`src/logic/scm_defs.svh`:
```
`ifndef SCM_DEFS_SVH
`define SCM_DEFS_SVH
// Register offsets in units of 32-bit words, decoded from address bits [5:2].
`define SCM_OFS_CTRL    4'h0
`define SCM_OFS_STAT    4'h1
`define SCM_OFS_COUNT   4'h2
`define SCM_OFS_TXDATA  4'h3
`define SCM_OFS_RXDATA  4'h4
`define SCM_OFS_SRST    4'h7
// Control register field positions.
`define SCM_CTL_TRIG    0
`define SCM_CTL_EN      1
`define SCM_CTL_LOOP    2
`define SCM_CTL_TEST    3
`define SCM_CTL_MODE    4
`define SCM_CTL_CS      5
`define SCM_CTL_RATE    6
// Status register field positions.
`define SCM_ST_RXFULL   5
`define SCM_ST_DONE     6
`define SCM_ST_TXEMPTY  7
// Reset values.
`define SCM_CTRL_RST    7'h20
`define SCM_SRST_RST    1'h1
// Master clock of the block, in kHz, and the FIFO shape.
`define SCM_PCLK_KHZ    3686.4
`define SCM_FIFO_DEPTH  8
`define SCM_BYTE_W      8
`define SCM_COUNT_W     11
`endif

```
`src/logic/scm_pkg.sv`:
```
package scm_pkg;
   typedef enum logic [1:0] {
      SCM_IDLE  = 2'b00,
      SCM_LOW   = 2'b01,
      SCM_HIGH  = 2'b11,
      SCM_PAUSE = 2'b10
   } scm_state_e;
   typedef logic [7:0] scm_byte_t;
endpackage

```
`src/logic/scm_fifo_if.sv`:
```
`timescale 1ns/1ps
interface scm_fifo_if #(parameter int W = 8);
   logic         push;
   logic [W-1:0] wdata;
   logic         pop;
   logic [W-1:0] rdata;
   logic         full;
   logic         empty;
   logic         clear;
   modport owner (input push, wdata, pop, clear, output rdata, full, empty);
   modport user  (output push, wdata, pop, clear, input rdata, full, empty);
endinterface

```
`src/logic/scm_fifo.sv`:
```
`timescale 1ns/1ps
`include "scm_defs.svh"
module scm_fifo import scm_pkg::*; #(
   parameter int W     = `SCM_BYTE_W,
   parameter int DEPTH = `SCM_FIFO_DEPTH
) (
   input  wire logic i_clock,  // Master clock.
   input  wire logic i_rst,    // Asynchronous reset, active high.
   scm_fifo_if.owner f         // Queue port.
);
   localparam int AW = $clog2(DEPTH);
   logic [W-1:0] mem_reg [DEPTH];
   logic [AW-1:0] wp_reg, wp_next, rp_reg, rp_next;
   logic [AW:0]   cnt_reg, cnt_next;
   logic          do_push, do_pop;

   assign do_push = f.push && !f.full;
   assign do_pop  = f.pop && !f.empty;
   assign f.full  = (cnt_reg == (AW+1)'(DEPTH));
   assign f.empty = (cnt_reg == '0);
   assign f.rdata = mem_reg[rp_reg];

   always_comb begin
      wp_next  = wp_reg;
      rp_next  = rp_reg;
      cnt_next = cnt_reg;
      if (f.clear) begin
         wp_next  = '0;
         rp_next  = '0;
         cnt_next = '0;
      end else begin
         if (do_push) wp_next = (wp_reg == AW'(DEPTH - 1)) ? '0 : wp_reg + 1'b1;
         if (do_pop)  rp_next = (rp_reg == AW'(DEPTH - 1)) ? '0 : rp_reg + 1'b1;
         cnt_next = cnt_reg + (AW+1)'(do_push) - (AW+1)'(do_pop);
      end
   end

   always_ff @(posedge i_clock or posedge i_rst) begin
      if (i_rst) begin
         wp_reg  <= '0;
         rp_reg  <= '0;
         cnt_reg <= '0;
      end else begin
         wp_reg  <= wp_next;
         rp_reg  <= rp_next;
         cnt_reg <= cnt_next;
      end
   end

   // Storage carries no reset; only the pointers define its contents.
   always_ff @(posedge i_clock) begin
      if (do_push && !f.clear) mem_reg[wp_reg] <= f.wdata;
   end
endmodule

```
`src/logic/scm_clkdiv.sv`:
```
`timescale 1ns/1ps
module scm_clkdiv #(
   parameter int DIV_W = 4
) (
   input  wire logic             i_clock,  // Master clock.
   input  wire logic             i_rst,    // Asynchronous reset, active high.
   input  wire logic             i_run,    // Count while high, restart while low.
   input  wire logic [DIV_W-1:0] i_div,    // Half-period in master cycles minus one.
   output logic                  o_tick    // One-cycle pulse per serial half-period.
);
   logic [DIV_W-1:0] cnt_reg, cnt_next;

   always_comb begin
      cnt_next = cnt_reg;
      o_tick   = 1'b0;
      if (!i_run) begin
         cnt_next = '0;
      end else if (cnt_reg >= i_div) begin
         cnt_next = '0;
         o_tick   = 1'b1;
      end else begin
         cnt_next = cnt_reg + 1'b1;
      end
   end

   always_ff @(posedge i_clock or posedge i_rst) begin
      if (i_rst) cnt_reg <= '0;
      else       cnt_reg <= cnt_next;
   end
endmodule

```
`src/logic/scm_master.sv`:
```
// How it works
// - Block alone drives select, serial clock and MOSI, and samples MISO.
// - Engine moves whole 8-bit bytes only.
// - Transfers start only while chip select is low; a byte in progress finishes even if select rises.
// - No CRC logic; CRC bytes are ordinary data.
// - Transmit and receive queues hold eight 8-bit entries each.
// - Queued bytes load in order into the shift register, sent serially.
// - Interrupt once the transmit queue is empty and its last byte has shifted out.
// - MISO bits shift in; in receive mode each full byte is pushed into receive queue.
// - Full receive queue sets receive-full flag and raises interrupt.
// - Full receive queue halts serial clock until the queue is drained and trigger is set again.
// - Interrupt high only when enabled and a transfer completed, the transmit queue drained, or the receive queue is full.
// - Everything is timed from the 3.6864 MHz master clock.
// - With select high, decode address bits 5:2; write line high means write.
// - Data bus driven only during reads.
// - Writing zero to soft reset clears internal counters and the receive queue, but not the transmit queue.
// - Exactly the programmed count of bytes is exchanged.
// - Trigger bit starts serial clocks; host clears it after completion.
// - Receive mode clocks in the count, then sets done and interrupts.
`timescale 1ns/1ps
`include "scm_defs.svh"
module scm_master import scm_pkg::*; #(
   parameter int COUNT_W = `SCM_COUNT_W,
   parameter int DIV_W   = 4
) (
   input  wire logic        i_clock,                 // 3.6864 MHz master clock.
   input  wire logic        i_rst,                   // Asynchronous reset, high.
   input  wire logic        i_peripheral_select_in,  // Block selected.
   input  wire logic        i_peripheral_strobe,     // Access strobe.
   input  wire logic        i_peripheral_write,      // High write, low read.
   input  wire logic [3:0]  i_peripheral_addr_bits,  // Register index.
   input  wire logic [15:0] i_peripheral_data_bus,   // Write data.
   output logic      [15:0] o_peripheral_data_bus,   // Read data.
   output logic             o_peripheral_data_oe,    // High while driving read data.
   output logic             o_chip_select_n,         // Card select, low active.
   output logic             o_serial_clock_out,      // Serial clock to card.
   output logic             o_mosi,                  // Serial data to card.
   input  wire logic        i_miso,                  // Serial data from card.
   output logic             o_serial_irq_out         // Interrupt to host.
);
   ////////////////////////////////////////////////////////////////////////////////////
   logic [6:0]          ctrl_reg, ctrl_next;
   logic [COUNT_W-1:0]  count_reg, count_next;
   logic [COUNT_W-1:0]  done_cnt_reg, done_cnt_next;
   logic                srst_reg, srst_next;
   logic                done_reg, done_next;
   logic                txdrain_reg, txdrain_next;
   logic                rxfull_reg, rxfull_next;
   logic                pause_reg, pause_next;
   logic                stb_d_reg;
   scm_state_e          st_reg, st_next;
   scm_byte_t           sh_reg, sh_next;
   logic [2:0]          bit_reg, bit_next;
   logic                mosi_reg, mosi_next;
   logic                sclk_reg, sclk_next;
   logic [15:0]         rd_reg, rd_next;
   logic                acc, wr_acc, rd_acc, tick, clr, loaded;
   logic                trig_rise, trig_d_reg, rx_in, mode_rx, run;
   logic [DIV_W-1:0]    div;

   scm_fifo_if #(.W(`SCM_BYTE_W)) txq ();
   scm_fifo_if #(.W(`SCM_BYTE_W)) rxq ();

   scm_fifo #(.W(`SCM_BYTE_W), .DEPTH(`SCM_FIFO_DEPTH)) u_txq (
      .i_clock (i_clock),
      .i_rst   (i_rst),
      .f       (txq)
   );
   scm_fifo #(.W(`SCM_BYTE_W), .DEPTH(`SCM_FIFO_DEPTH)) u_rxq (
      .i_clock (i_clock),
      .i_rst   (i_rst),
      .f       (rxq)
   );

   // Rate bit: bypass runs the serial clock at half the master clock, the
   // divide setting halves it again, both derived from the master clock.
   assign div = ctrl_reg[`SCM_CTL_RATE] ? DIV_W'(1) : DIV_W'(0);
   assign run = (st_reg == SCM_LOW) || (st_reg == SCM_HIGH);

   scm_clkdiv #(.DIV_W(DIV_W)) u_div (
      .i_clock (i_clock),
      .i_rst   (i_rst),
      .i_run   (run),
      .i_div   (div),
      .o_tick  (tick)
   );

   ////////////////////////////////////////////////////////////////////////////////////
   // One access per strobe rising edge, so a long strobe cannot pop twice.
   assign acc     = i_peripheral_select_in && i_peripheral_strobe && !stb_d_reg;
   assign wr_acc  = acc && i_peripheral_write;
   assign rd_acc  = acc && !i_peripheral_write;
   assign clr     = !srst_reg;
   assign mode_rx = ctrl_reg[`SCM_CTL_MODE];
   assign rx_in   = ctrl_reg[`SCM_CTL_LOOP] ? mosi_reg : i_miso;
   assign trig_rise = ctrl_reg[`SCM_CTL_TRIG] && !trig_d_reg;

   assign txq.push  = wr_acc && (i_peripheral_addr_bits == `SCM_OFS_TXDATA);
   assign txq.wdata = i_peripheral_data_bus[7:0];
   assign txq.clear = 1'b0;
   assign rxq.pop   = rd_acc && (i_peripheral_addr_bits == `SCM_OFS_RXDATA);
   assign rxq.clear = clr;

   always_comb begin
      ctrl_next  = ctrl_reg;
      count_next = count_reg;
      srst_next  = srst_reg;
      rd_next    = rd_reg;
      if (wr_acc) begin
         case (i_peripheral_addr_bits)
            `SCM_OFS_CTRL:  ctrl_next  = i_peripheral_data_bus[6:0];
            `SCM_OFS_COUNT: count_next = i_peripheral_data_bus[COUNT_W-1:0];
            `SCM_OFS_SRST:  srst_next  = i_peripheral_data_bus[0];
            default:        ;
         endcase
      end
      if (rd_acc) begin
         case (i_peripheral_addr_bits)
            `SCM_OFS_CTRL:   rd_next = {9'h000, ctrl_reg};
            `SCM_OFS_STAT:   rd_next = {8'h00, txdrain_reg, done_reg, rxfull_reg, 5'h00};
            `SCM_OFS_COUNT:  rd_next = 16'(count_reg);
            `SCM_OFS_RXDATA: rd_next = {8'h00, rxq.rdata};
            `SCM_OFS_SRST:   rd_next = {15'h0000, srst_reg};
            default:         rd_next = 16'h0000;
         endcase
      end
   end

   assign o_peripheral_data_bus = rd_reg;
   assign o_peripheral_data_oe  = i_peripheral_select_in && !i_peripheral_write;

   ////////////////////////////////////////////////////////////////////////////////////
   // Serial engine. A byte slot starts low; MOSI is set at the start of the low
   // phase, MISO is sampled at the rising edge, and the falling edge ends a bit.
   assign loaded = (st_reg == SCM_IDLE) && ctrl_reg[`SCM_CTL_EN] && !o_chip_select_n;

   always_comb begin
      st_next      = st_reg;
      sh_next      = sh_reg;
      bit_next     = bit_reg;
      mosi_next    = mosi_reg;
      sclk_next    = sclk_reg;
      done_cnt_next = done_cnt_reg;
      done_next    = done_reg;
      txdrain_next = txdrain_reg;
      rxfull_next  = rxfull_reg;
      pause_next   = pause_reg;
      txq.pop      = 1'b0;
      rxq.push     = 1'b0;
      rxq.wdata    = {sh_reg[6:0], rx_in};
      // Clearing the trigger acknowledges the completion flags.
      if (!ctrl_reg[`SCM_CTL_TRIG]) begin
         done_next    = 1'b0;
         txdrain_next = 1'b0;
      end
      rxfull_next = rxq.full;
      case (st_reg)
         SCM_IDLE: begin
            sclk_next = 1'b0;
            if (loaded && ctrl_reg[`SCM_CTL_TRIG] && !done_reg && !pause_reg
                && done_cnt_reg != count_reg) begin
               // A full queue with bytes still owed stops the clock here, so no
               // further byte can overwrite an entry the host has not read yet.
               if (mode_rx && rxq.full) begin
                  pause_next = 1'b1;
                  st_next    = SCM_PAUSE;
               end else if (!mode_rx && !txq.empty) begin
                  sh_next   = txq.rdata;
                  mosi_next = txq.rdata[7];
                  txq.pop   = 1'b1;
                  bit_next  = 3'h0;
                  st_next   = SCM_LOW;
               end else if (mode_rx && !rxq.full) begin
                  sh_next   = 8'hff;
                  mosi_next = 1'b1;
                  bit_next  = 3'h0;
                  st_next   = SCM_LOW;
               end
            end
         end
         SCM_LOW: begin
            if (tick) begin
               sclk_next = 1'b1;
               sh_next   = {sh_reg[6:0], rx_in};
               st_next   = SCM_HIGH;
            end
         end
         SCM_HIGH: begin
            if (tick) begin
               sclk_next = 1'b0;
               mosi_next = sh_reg[7];
               if (bit_reg == 3'h7) begin
                  st_next       = SCM_IDLE;
                  done_cnt_next = done_cnt_reg + 1'b1;
                  if (mode_rx) begin
                     rxq.push  = 1'b1;
                     rxq.wdata = sh_reg;
                     if (done_cnt_reg + 1'b1 == count_reg) done_next = 1'b1;
                  end else begin
                     if (txq.empty) txdrain_next = 1'b1;
                     if (done_cnt_reg + 1'b1 == count_reg) done_next = 1'b1;
                  end
               end else begin
                  bit_next = bit_reg + 1'b1;
                  st_next  = SCM_LOW;
               end
            end
         end
         SCM_PAUSE: begin
            // Resume only on a fresh trigger after the host drained the queue.
            if (trig_rise && rxq.empty) begin
               pause_next = 1'b0;
               st_next    = SCM_IDLE;
            end
         end
         default: st_next = SCM_IDLE;
      endcase
      if (clr) begin
         done_cnt_next = '0;
         done_next     = 1'b0;
         txdrain_next  = 1'b0;
         rxfull_next   = 1'b0;
         pause_next    = 1'b0;
         st_next       = SCM_IDLE;
         sclk_next     = 1'b0;
      end
   end

   always_ff @(posedge i_clock or posedge i_rst) begin
      if (i_rst) begin
         ctrl_reg     <= `SCM_CTRL_RST;
         count_reg    <= '0;
         srst_reg     <= `SCM_SRST_RST;
         rd_reg       <= 16'h0000;
         stb_d_reg    <= 1'b0;
         trig_d_reg   <= 1'b0;
         st_reg       <= SCM_IDLE;
         sh_reg       <= 8'h00;
         bit_reg      <= 3'h0;
         mosi_reg     <= 1'b1;
         sclk_reg     <= 1'b0;
         done_cnt_reg <= '0;
         done_reg     <= 1'b0;
         txdrain_reg  <= 1'b0;
         rxfull_reg   <= 1'b0;
         pause_reg    <= 1'b0;
      end else begin
         ctrl_reg     <= ctrl_next;
         count_reg    <= count_next;
         srst_reg     <= srst_next;
         rd_reg       <= rd_next;
         stb_d_reg    <= i_peripheral_select_in && i_peripheral_strobe;
         trig_d_reg   <= ctrl_reg[`SCM_CTL_TRIG];
         st_reg       <= st_next;
         sh_reg       <= sh_next;
         bit_reg      <= bit_next;
         mosi_reg     <= mosi_next;
         sclk_reg     <= sclk_next;
         done_cnt_reg <= done_cnt_next;
         done_reg     <= done_next;
         txdrain_reg  <= txdrain_next;
         rxfull_reg   <= rxfull_next;
         pause_reg    <= pause_next;
      end
   end

   // The host owns chip select; the engine never moves it.
   assign o_chip_select_n    = ctrl_reg[`SCM_CTL_CS];
   assign o_serial_clock_out = sclk_reg;
   assign o_mosi             = mosi_reg;
   // Enable bit gates the interrupt; no CRC logic exists anywhere here.
   assign o_serial_irq_out = ctrl_reg[`SCM_CTL_EN]
                             && (done_reg || txdrain_reg || rxfull_reg);
endmodule

```
`config.mk`:
```
export PLATFORM = sky130hd
export DESIGN_NAME = scm_master
export DESIGN_NICKNAME = d
export VERILOG_FILES = /design/src/logic/scm_pkg.sv /design/src/logic/scm_fifo_if.sv /design/src/logic/scm_fifo.sv /design/src/logic/scm_clkdiv.sv /design/src/logic/scm_master.sv
export VERILOG_INCLUDE_DIRS = /design/src /design/src/logic
export SDC_FILE = /design/constraint.sdc
export NUM_CORES = 1
export LEC_CHECK = 0
export BUFFER_PORTS_ARGS = -buffer_cell sky130_fd_sc_hd__buf_2
export CAP_MARGIN = 30
export CORE_UTILIZATION = 63
export DETAILED_ROUTE_END_ITERATION = 8
export HOLD_SLACK_MARGIN = 0.1
export MAX_ROUTING_LAYER = met4
export PLACE_DENSITY = 0.84
export SETUP_SLACK_MARGIN = 0.15
export SLEW_MARGIN = 0
export SYNTH_ARGS = -nofsm -noshare
export SYNTH_HDL_FRONTEND = slang
export SYNTH_SLANG_ARGS = --single-unit
```
`constraint.sdc`:
```
create_clock -name i_clock -period 8.8 [get_ports i_clock]
set_input_delay 0.44 -clock i_clock [delete_from_list [all_inputs] [get_ports i_clock]]
set_output_delay 0.44 -clock i_clock [all_outputs]
set_load 0.02 [all_outputs]
```
# Word level (Yosys, flattened, before mapping)
# Memory sizes are Yosys's and may differ from the RTL's.
# Cells that the tools add are included.
[classes] addsub=11 n_lt_le_gt_ge=1 n_eq_ne=36 n_mux=88 reduce_logical=54
[ops] op="8-bit 2-to-1 mux" count=9
[ops] op="11-bit one-hot mux with 5 select lines" count=1
[ops] op="11-bit 2-to-1 mux" count=4
[ops] op="1-bit 2-to-1 mux" count=43
[ops] op="3-bit 2-to-1 mux" count=14
[ops] op="1-bit logical AND" count=24
[ops] op="2-bit 2-to-1 mux" count=8
[ops] op="8-bit one-hot mux with 2 select lines" count=1
[ops] op="3-bit by 1-bit adder with 3-bit output, second input constant" count=5
[ops] op="3-bit equality test, second input constant" count=5
[ops] op="5-bit AND reduction" count=3
[ops] op="4-bit zero test" count=3
[ops] op="4-bit 2-to-1 mux" count=3
[ops] op="2-bit by 1-bit inequality test with 1-bit output, second input constant" count=6
[ops] op="11-bit by 1-bit adder with 11-bit output, second input constant" count=1
[ops] op="11-bit equality test" count=1
[ops] op="1-bit zero test" count=11
[ops] op="11-bit inequality test" count=1
[ops] op="3-bit inequality test, second input constant" count=3
[ops] op="4-bit by 1-bit adder with 4-bit output" count=2
[ops] op="4-bit by 2-bit equality test with 1-bit output, second input constant" count=2
[ops] op="4-bit by 3-bit equality test with 1-bit output, second input constant" count=2
[ops] op="4-bit equality test, second input constant" count=2
[ops] op="2-bit inequality test, second input constant" count=4
[ops] op="21 further kinds" count=32
[totals] reg_bits=91 mem_bits_rw=128 inputBits=26 out_inout_bits=21 wordCells=215 mem_count=2
[mem_list] memory="u_rxq.mem_reg" depth=8 width=8 rd=1 rd_clocked_by_memory_dff=0 wr=1 line="scm_fifo.sv:12" text="logic [W-1:0] mem_reg [DEPTH];"
[mem_list] memory="u_txq.mem_reg" depth=8 width=8 rd=1 rd_clocked_by_memory_dff=0 wr=1 line="scm_fifo.sv:12"

# Longest topological paths before layout
[depth] depth_word=11 depth_mapped=12 ltp_nobuf=12

# Modules after synthesis
# From an unflattened synthesis, not the netlist that was laid out.
[unflattened] hier_cells=759 area_unflattened_um2=10435.0
[by_module_without_submodules] mod="scm_master" instances=1 cells_each=388 area_per_inst_um2=3786.1 seq_area_each_um2=1555.2
[by_module_without_submodules] mod="scm_fifo (u_txq)" instances=1 cells_each=172 area_per_inst_um2=3198.1 seq_area_each_um2=2172.1
[by_module_without_submodules] mod="scm_fifo (u_rxq)" instances=1 cells_each=171 area_per_inst_um2=3168.0 seq_area_each_um2=2172.1
[by_module_without_submodules] mod="scm_clkdiv" instances=1 cells_each=28 area_per_inst_um2=282.8 seq_area_each_um2=100.1

# Worst setup path before layout
# No wires, ideal clock.
[synth_timing] path_kind="reg-to-reg" from="reg done_cnt_reg[8]" to="reg u_txq.cnt_reg[2]" arrival_time_ns=2.884 required_ns=8.677 slack_ns=5.794 path_stages_with_launch=13 period_less_slack_ns=3.006 path_cell_list="dfrtp_1 > buf_2 > xor2_1 > or4_4 > nor4_4 > or3_1 > inv_1 > ha_1 > inv_1 > ha_1 > inv_1 > fa_1 > xnor2_1"
[synth_between] elab_chain_cells=6
[synth_lines] element="start, declared" line="scm_master.sv:44" text="logic [COUNT_W-1:0] done_cnt_reg, done_cnt_next;"
[synth_lines] element="start signal, assigned" line="scm_master.sv:259" text="done_cnt_reg <= done_cnt_next;"
[synth_lines] element="11-bit inequality test" line="scm_master.sv:161" text="&& done_cnt_reg != count_reg) begin"
[synth_lines] element="1-bit logical AND" line="scm_master.sv:160" text="if (loaded && ctrl_reg[`SCM_CTL_TRIG] && !done_reg && !pause_reg"
[synth_lines] element="1-bit 2-to-1 mux" line="scm_master.sv:160"
[synth_lines] element="1-bit 2-to-1 mux" line="scm_master.sv:157" text="case (st_reg)"
[synth_lines] element="1-bit logical AND" line="scm_fifo.sv:18" text="assign do_pop = f.pop && !f.empty;"
[synth_lines] element="net u_txq.do_pop" line="scm_fifo.sv:15" text="logic do_push, do_pop;"
[synth_lines] element="4-bit by 1-bit subtractor with 4-bit output" line="scm_fifo.sv:34" text="cnt_next = cnt_reg + (AW+1)'(do_push) - (AW+1)'(do_pop);"
[synth_lines] element="net u_txq.cnt_next[2]" line="scm_fifo.sv:14" text="logic [AW:0] cnt_reg, cnt_next;"
[synth_lines] element="end signal, assigned" line="scm_fifo.sv:46" text="cnt_reg <= cnt_next;"
[synth_lines] element="end, declared" line="scm_fifo.sv:14"
# The timed path passes the listed nets, and every way through them passes these cells.
# A chain may end at the register's enable or synchronous reset.

# Final worst setup path
[layout_timing] from="reg st_reg[0]" to="mem u_rxq.mem_reg[7][7], enable pin"
[layout_between] elab_chain_cells=9 word_cells_on_any_way=10
[layout_lines] element="start, declared" line="scm_master.sv:51" text="scm_state_e st_reg, st_next;"
[layout_lines] element="start signal, assigned" line="scm_master.sv:254" text="st_reg <= st_next;"
[layout_lines] element="2-bit by 1-bit equality test with 1-bit output / 2-bit equality test (equally long branches)" line="scm_master.sv:78, scm_master.sv:157"
[layout_lines] element="1-bit logical OR" line="scm_master.sv:78" text="assign run = (st_reg == SCM_LOW) || (st_reg == SCM_HIGH);"
[layout_lines] element="1-bit 2-to-1 mux" line="scm_clkdiv.sv:16" text="if (!i_run) begin"
[layout_lines] element="1-bit 2-to-1 mux" line="scm_master.sv:189" text="if (tick) begin"
[layout_lines] element="1-bit 2-to-1 mux *" line="scm_master.sv:157"
[layout_lines] element="1-bit logical AND *" line="scm_fifo.sv:17" text="assign do_push = f.push && !f.full;"
[layout_lines] element="1-bit logical AND *" line="scm_fifo.sv:52" text="if (do_push && !f.clear) mem_reg[wp_reg] <= f.wdata;"
[layout_lines] element="1-bit 2-to-1 mux *" line="scm_fifo.sv:52"
[layout_lines] element="1-bit 2-to-1 mux (implied by the code) *" line="scm_fifo.sv:52"
[layout_lines] element="end, declared" line="scm_fifo.sv:12"
# Every way passes the cells marked *; elsewhere a longest branch is shown, timed or not.

==> metrics <==
vias in the first global route 6220; Netlist cell types 63; flops & latches, synth 214; Tightest Hold Check Type input port to flop; Slew headroom 25.2%; first-pass GRT wire length 33400 um; Tmin final 3.67 ns; Fmax 272 MHz; overall routing resource usage 28.4%; residual DRC count 0; Core ar. 15300 sq um; H-tree levels 1; number of port buffers 36; total global routing overflow 0; maximum vdd drop 0.226 mV; Placed Cells 912; Setup crit end kind flop; chip height 127 um; Initial Util 64.7%; post-synthesis cell count 682; leading area contributor after synthesis edfxtp_1; synth top area cells edfxtp_1 39%, dfrtp_1 21%, mux4_2 7.3%, mux2_2 4.7%, ha_1 3.8%; worst r2r dst u_rxq.mem_reg[7][7]$_DFFE_PP_; worst hold slack 0.154 ns; via count 5932; hold depth 3; Data required, critical path 8.93 ns; CTS Buf Count 23; R2R Path Start st_reg[0]$_DFFE_PP0P_; Worst-Margin Slew 1.12 ns; sequential area share after synthesis 60.7%; worst r2r path cells 6; Synthesis Warnings 0; initial antenna violation count 0; Longest Clk Path Bufs 3; Finished Layout Cells 955; fin crit share 41.7%; Pins Over Slew Limit 0; Hold Vio Cnt, Final 0; Worst Clk Skew 0.0126 ns; vias per std cell 6.21; share of cells above drive strength 1 22.8%; number of synthesized flops with an enable pin 128; top-area cell type share of the netlist area 38.9%; Cell Pwr Density 244 nW/um^2; # IOs 47; router iterations before antenna repair 5; TritonCTS clock tree built; status finished, final reports clean; Worst-path clk slew 0.06 ns; RSZ-0062 raised after global routing no; Worst Hold End stb_d_reg$_DFF_PP0_; Leak 4.29 nW; clk_lat worst skew 0.52 ns; endpoints failing setup 0; standard-cell rows 45; P&R area growth vs syn 12.4%; Pwr Total 2.71 mW; HP Start i_peripheral_strobe; initial drt markers 467; DR WL/cell 21.6 um; Post-DP HPWL 14400 um; Num Clock Sinks 214; share of flip-flops with an asynchronous set or reset 40.2%; Fin Setup TNS 0 ns; CP Max Fanout 11; antenna cells 0; Post-CTS Resized 0; reg2reg setup slack 5.13 ns; full die area 16200 sq um; Post-Syn Area 9880 sq um; nets 785; critical path class flop to flop; Final ANT Viol Nets 0; chip width 127 um; Arr. time, crit path 3.80 ns; final core utilization 72.8%; final wirelength 20600 um; CTS root buf clkbuf_16; pin count of the biggest net entering global routing 55; Primary FF master, synth edfxtp_1; CP Launch Type flop; Avg Inst Size Synth 14.5 sq um; max capacitance violation total 0; routability cong. 0.911; fillers 914
## timing repair
action                    in CTS  in global routing
buffers inserted               0                  0
hold endpoints to repair      31                  0
hold buffers                   1                  0
## cell families after synthesis
group	count (synthesis)	synth area share [%]
flip-flops	214	60.7
AND/OR/NAND/NOR	156	8.27
multiplexers	105	15.2
AO/OA/AOI/OAI	84	6.40
buffers and inverters	61	2.57
adder cells (fa/ha/maj)	32	4.21
XOR/XNOR	29	2.57
other	1	0.0380
## where the power goes
group	switching [mW]	internal (mW)
registers	0.0724	1.17
logic	0.280	0.229
clock network	0.386	0.568
## per-layer routing
metal / share of wire [%] / vias up / track usage [%]
li1: - / 2643 / -
met1: 40 / 3006 / 36.1
met2: 52 / 239 / 48.3
met3: 5.4 / 44 / 3.39
met4: 2.6 / 0 / 8.89
met5: 0 / - / -
## worst max-delay path, stage by stage (launching register included)
cell and delay, ns:
dfrtp_1 0.46, ha_1 0.42, and2_1 0.29, o211ai_2 0.32, a21oi_1 0.60, nand3_1 0.27, nor2_1 0.91
## cell usage after synthesis (3+ instances only)
cell       count
a22o_1        11
ha_1          30
o22ai_1        8
o21ai_0       10
nor2_1        53
a21o_1         4
and3_1         4
dfrtp_1       83
nand3_1        6
buf_4          5
buf_2          5
mux2i_1       32
clkbuf_1      20
mux2_2        41
a211oi_1       3
nand2_1       25
or3_1         12
nor3_1         8
nand3b_1       4
and2_1         5
mux4_2        32
xnor2_1       17
inv_1         29
nand4_1        5
o31ai_1        4
xor2_1        12
a21oi_1       16
dfstp_2        3
a2bb2oi_1      7
nor2b_1        9
nand2b_1      12
edfxtp_1     128
## through the flow
| step | area [sq um] | setup WS, ns |
|---|---|---|
| CTS | 11100 | 5.22 |
| global placement | 10200 | 5.49 |
| global route | 11100 | 5.03 |
| floorplan | 9900 | 5.79 |
| finish | 11100 | 5.13 |
| detailed placement | 10300 | 5.29 |
## cell usage in the layout, fill, tap and decap left out, types with 5 or more instances in the layout
cell type	count
a21oi_1	16
a22o_1	11
a2bb2oi_1	7
and2_1	5
buf_2	38
buf_4	5
clkbuf_16	23
clkinv_2	6
conb_1	6
dfrtp_1	83
edfxtp_1	128
ha_1	30
inv_1	28
mux2_2	41
mux2i_1	32
mux4_2	32
nand2_1	25
nand2b_1	12
nand3_1	6
nand4_1	5
nor2_1	53
nor2b_1	9
nor3_1	8
o21ai_0	10
o22ai_1	8
or3_1	12
xnor2_1	17
xor2_1	12
## worst max path at each step
stage	slack (ns)	cells past startpoint	to	from
3_3_place_gp	5.49	6	u_rxq.mem_reg[4][2]$_DFFE_PP_	st_reg[0]$_DFFE_PP0P_
6_report	5.13	6	u_rxq.mem_reg[7][7]$_DFFE_PP_	st_reg[0]$_DFFE_PP0P_
5_1_grt	5.03	6	u_rxq.mem_reg[7][7]$_DFFE_PP_	st_reg[0]$_DFFE_PP0P_
4_1_cts	5.22	6	u_rxq.mem_reg[7][7]$_DFFE_PP_	st_reg[0]$_DFFE_PP0P_
2_1_floorplan	5.79	12	u_txq.cnt_reg[2]$_DFF_PP0_	done_cnt_reg[8]$_DFFE_PP0P_
3_5_place_dp	5.29	6	u_rxq.mem_reg[7][1]$_DFFE_PP_	st_reg[0]$_DFFE_PP0P_
## layout make-up
| type | count | area [sq um] | share of cell area [%] |
|---|---|---|---|
| flip-flops and latches | 214 | 6000 | 54.0 |
| multi-input cells | 412 | 3640 | 32.8 |
| clock buffers | 29 | 628 | 5.66 |
| repair buffers | 47 | 320 | 2.89 |
| well taps | 211 | 264 | 2.38 |
| clock inverters | 13 | 135 | 1.22 |
| inverters | 29 | 110 | 0.992 |
No activity file was read; power rests on OpenSTA's default activity.
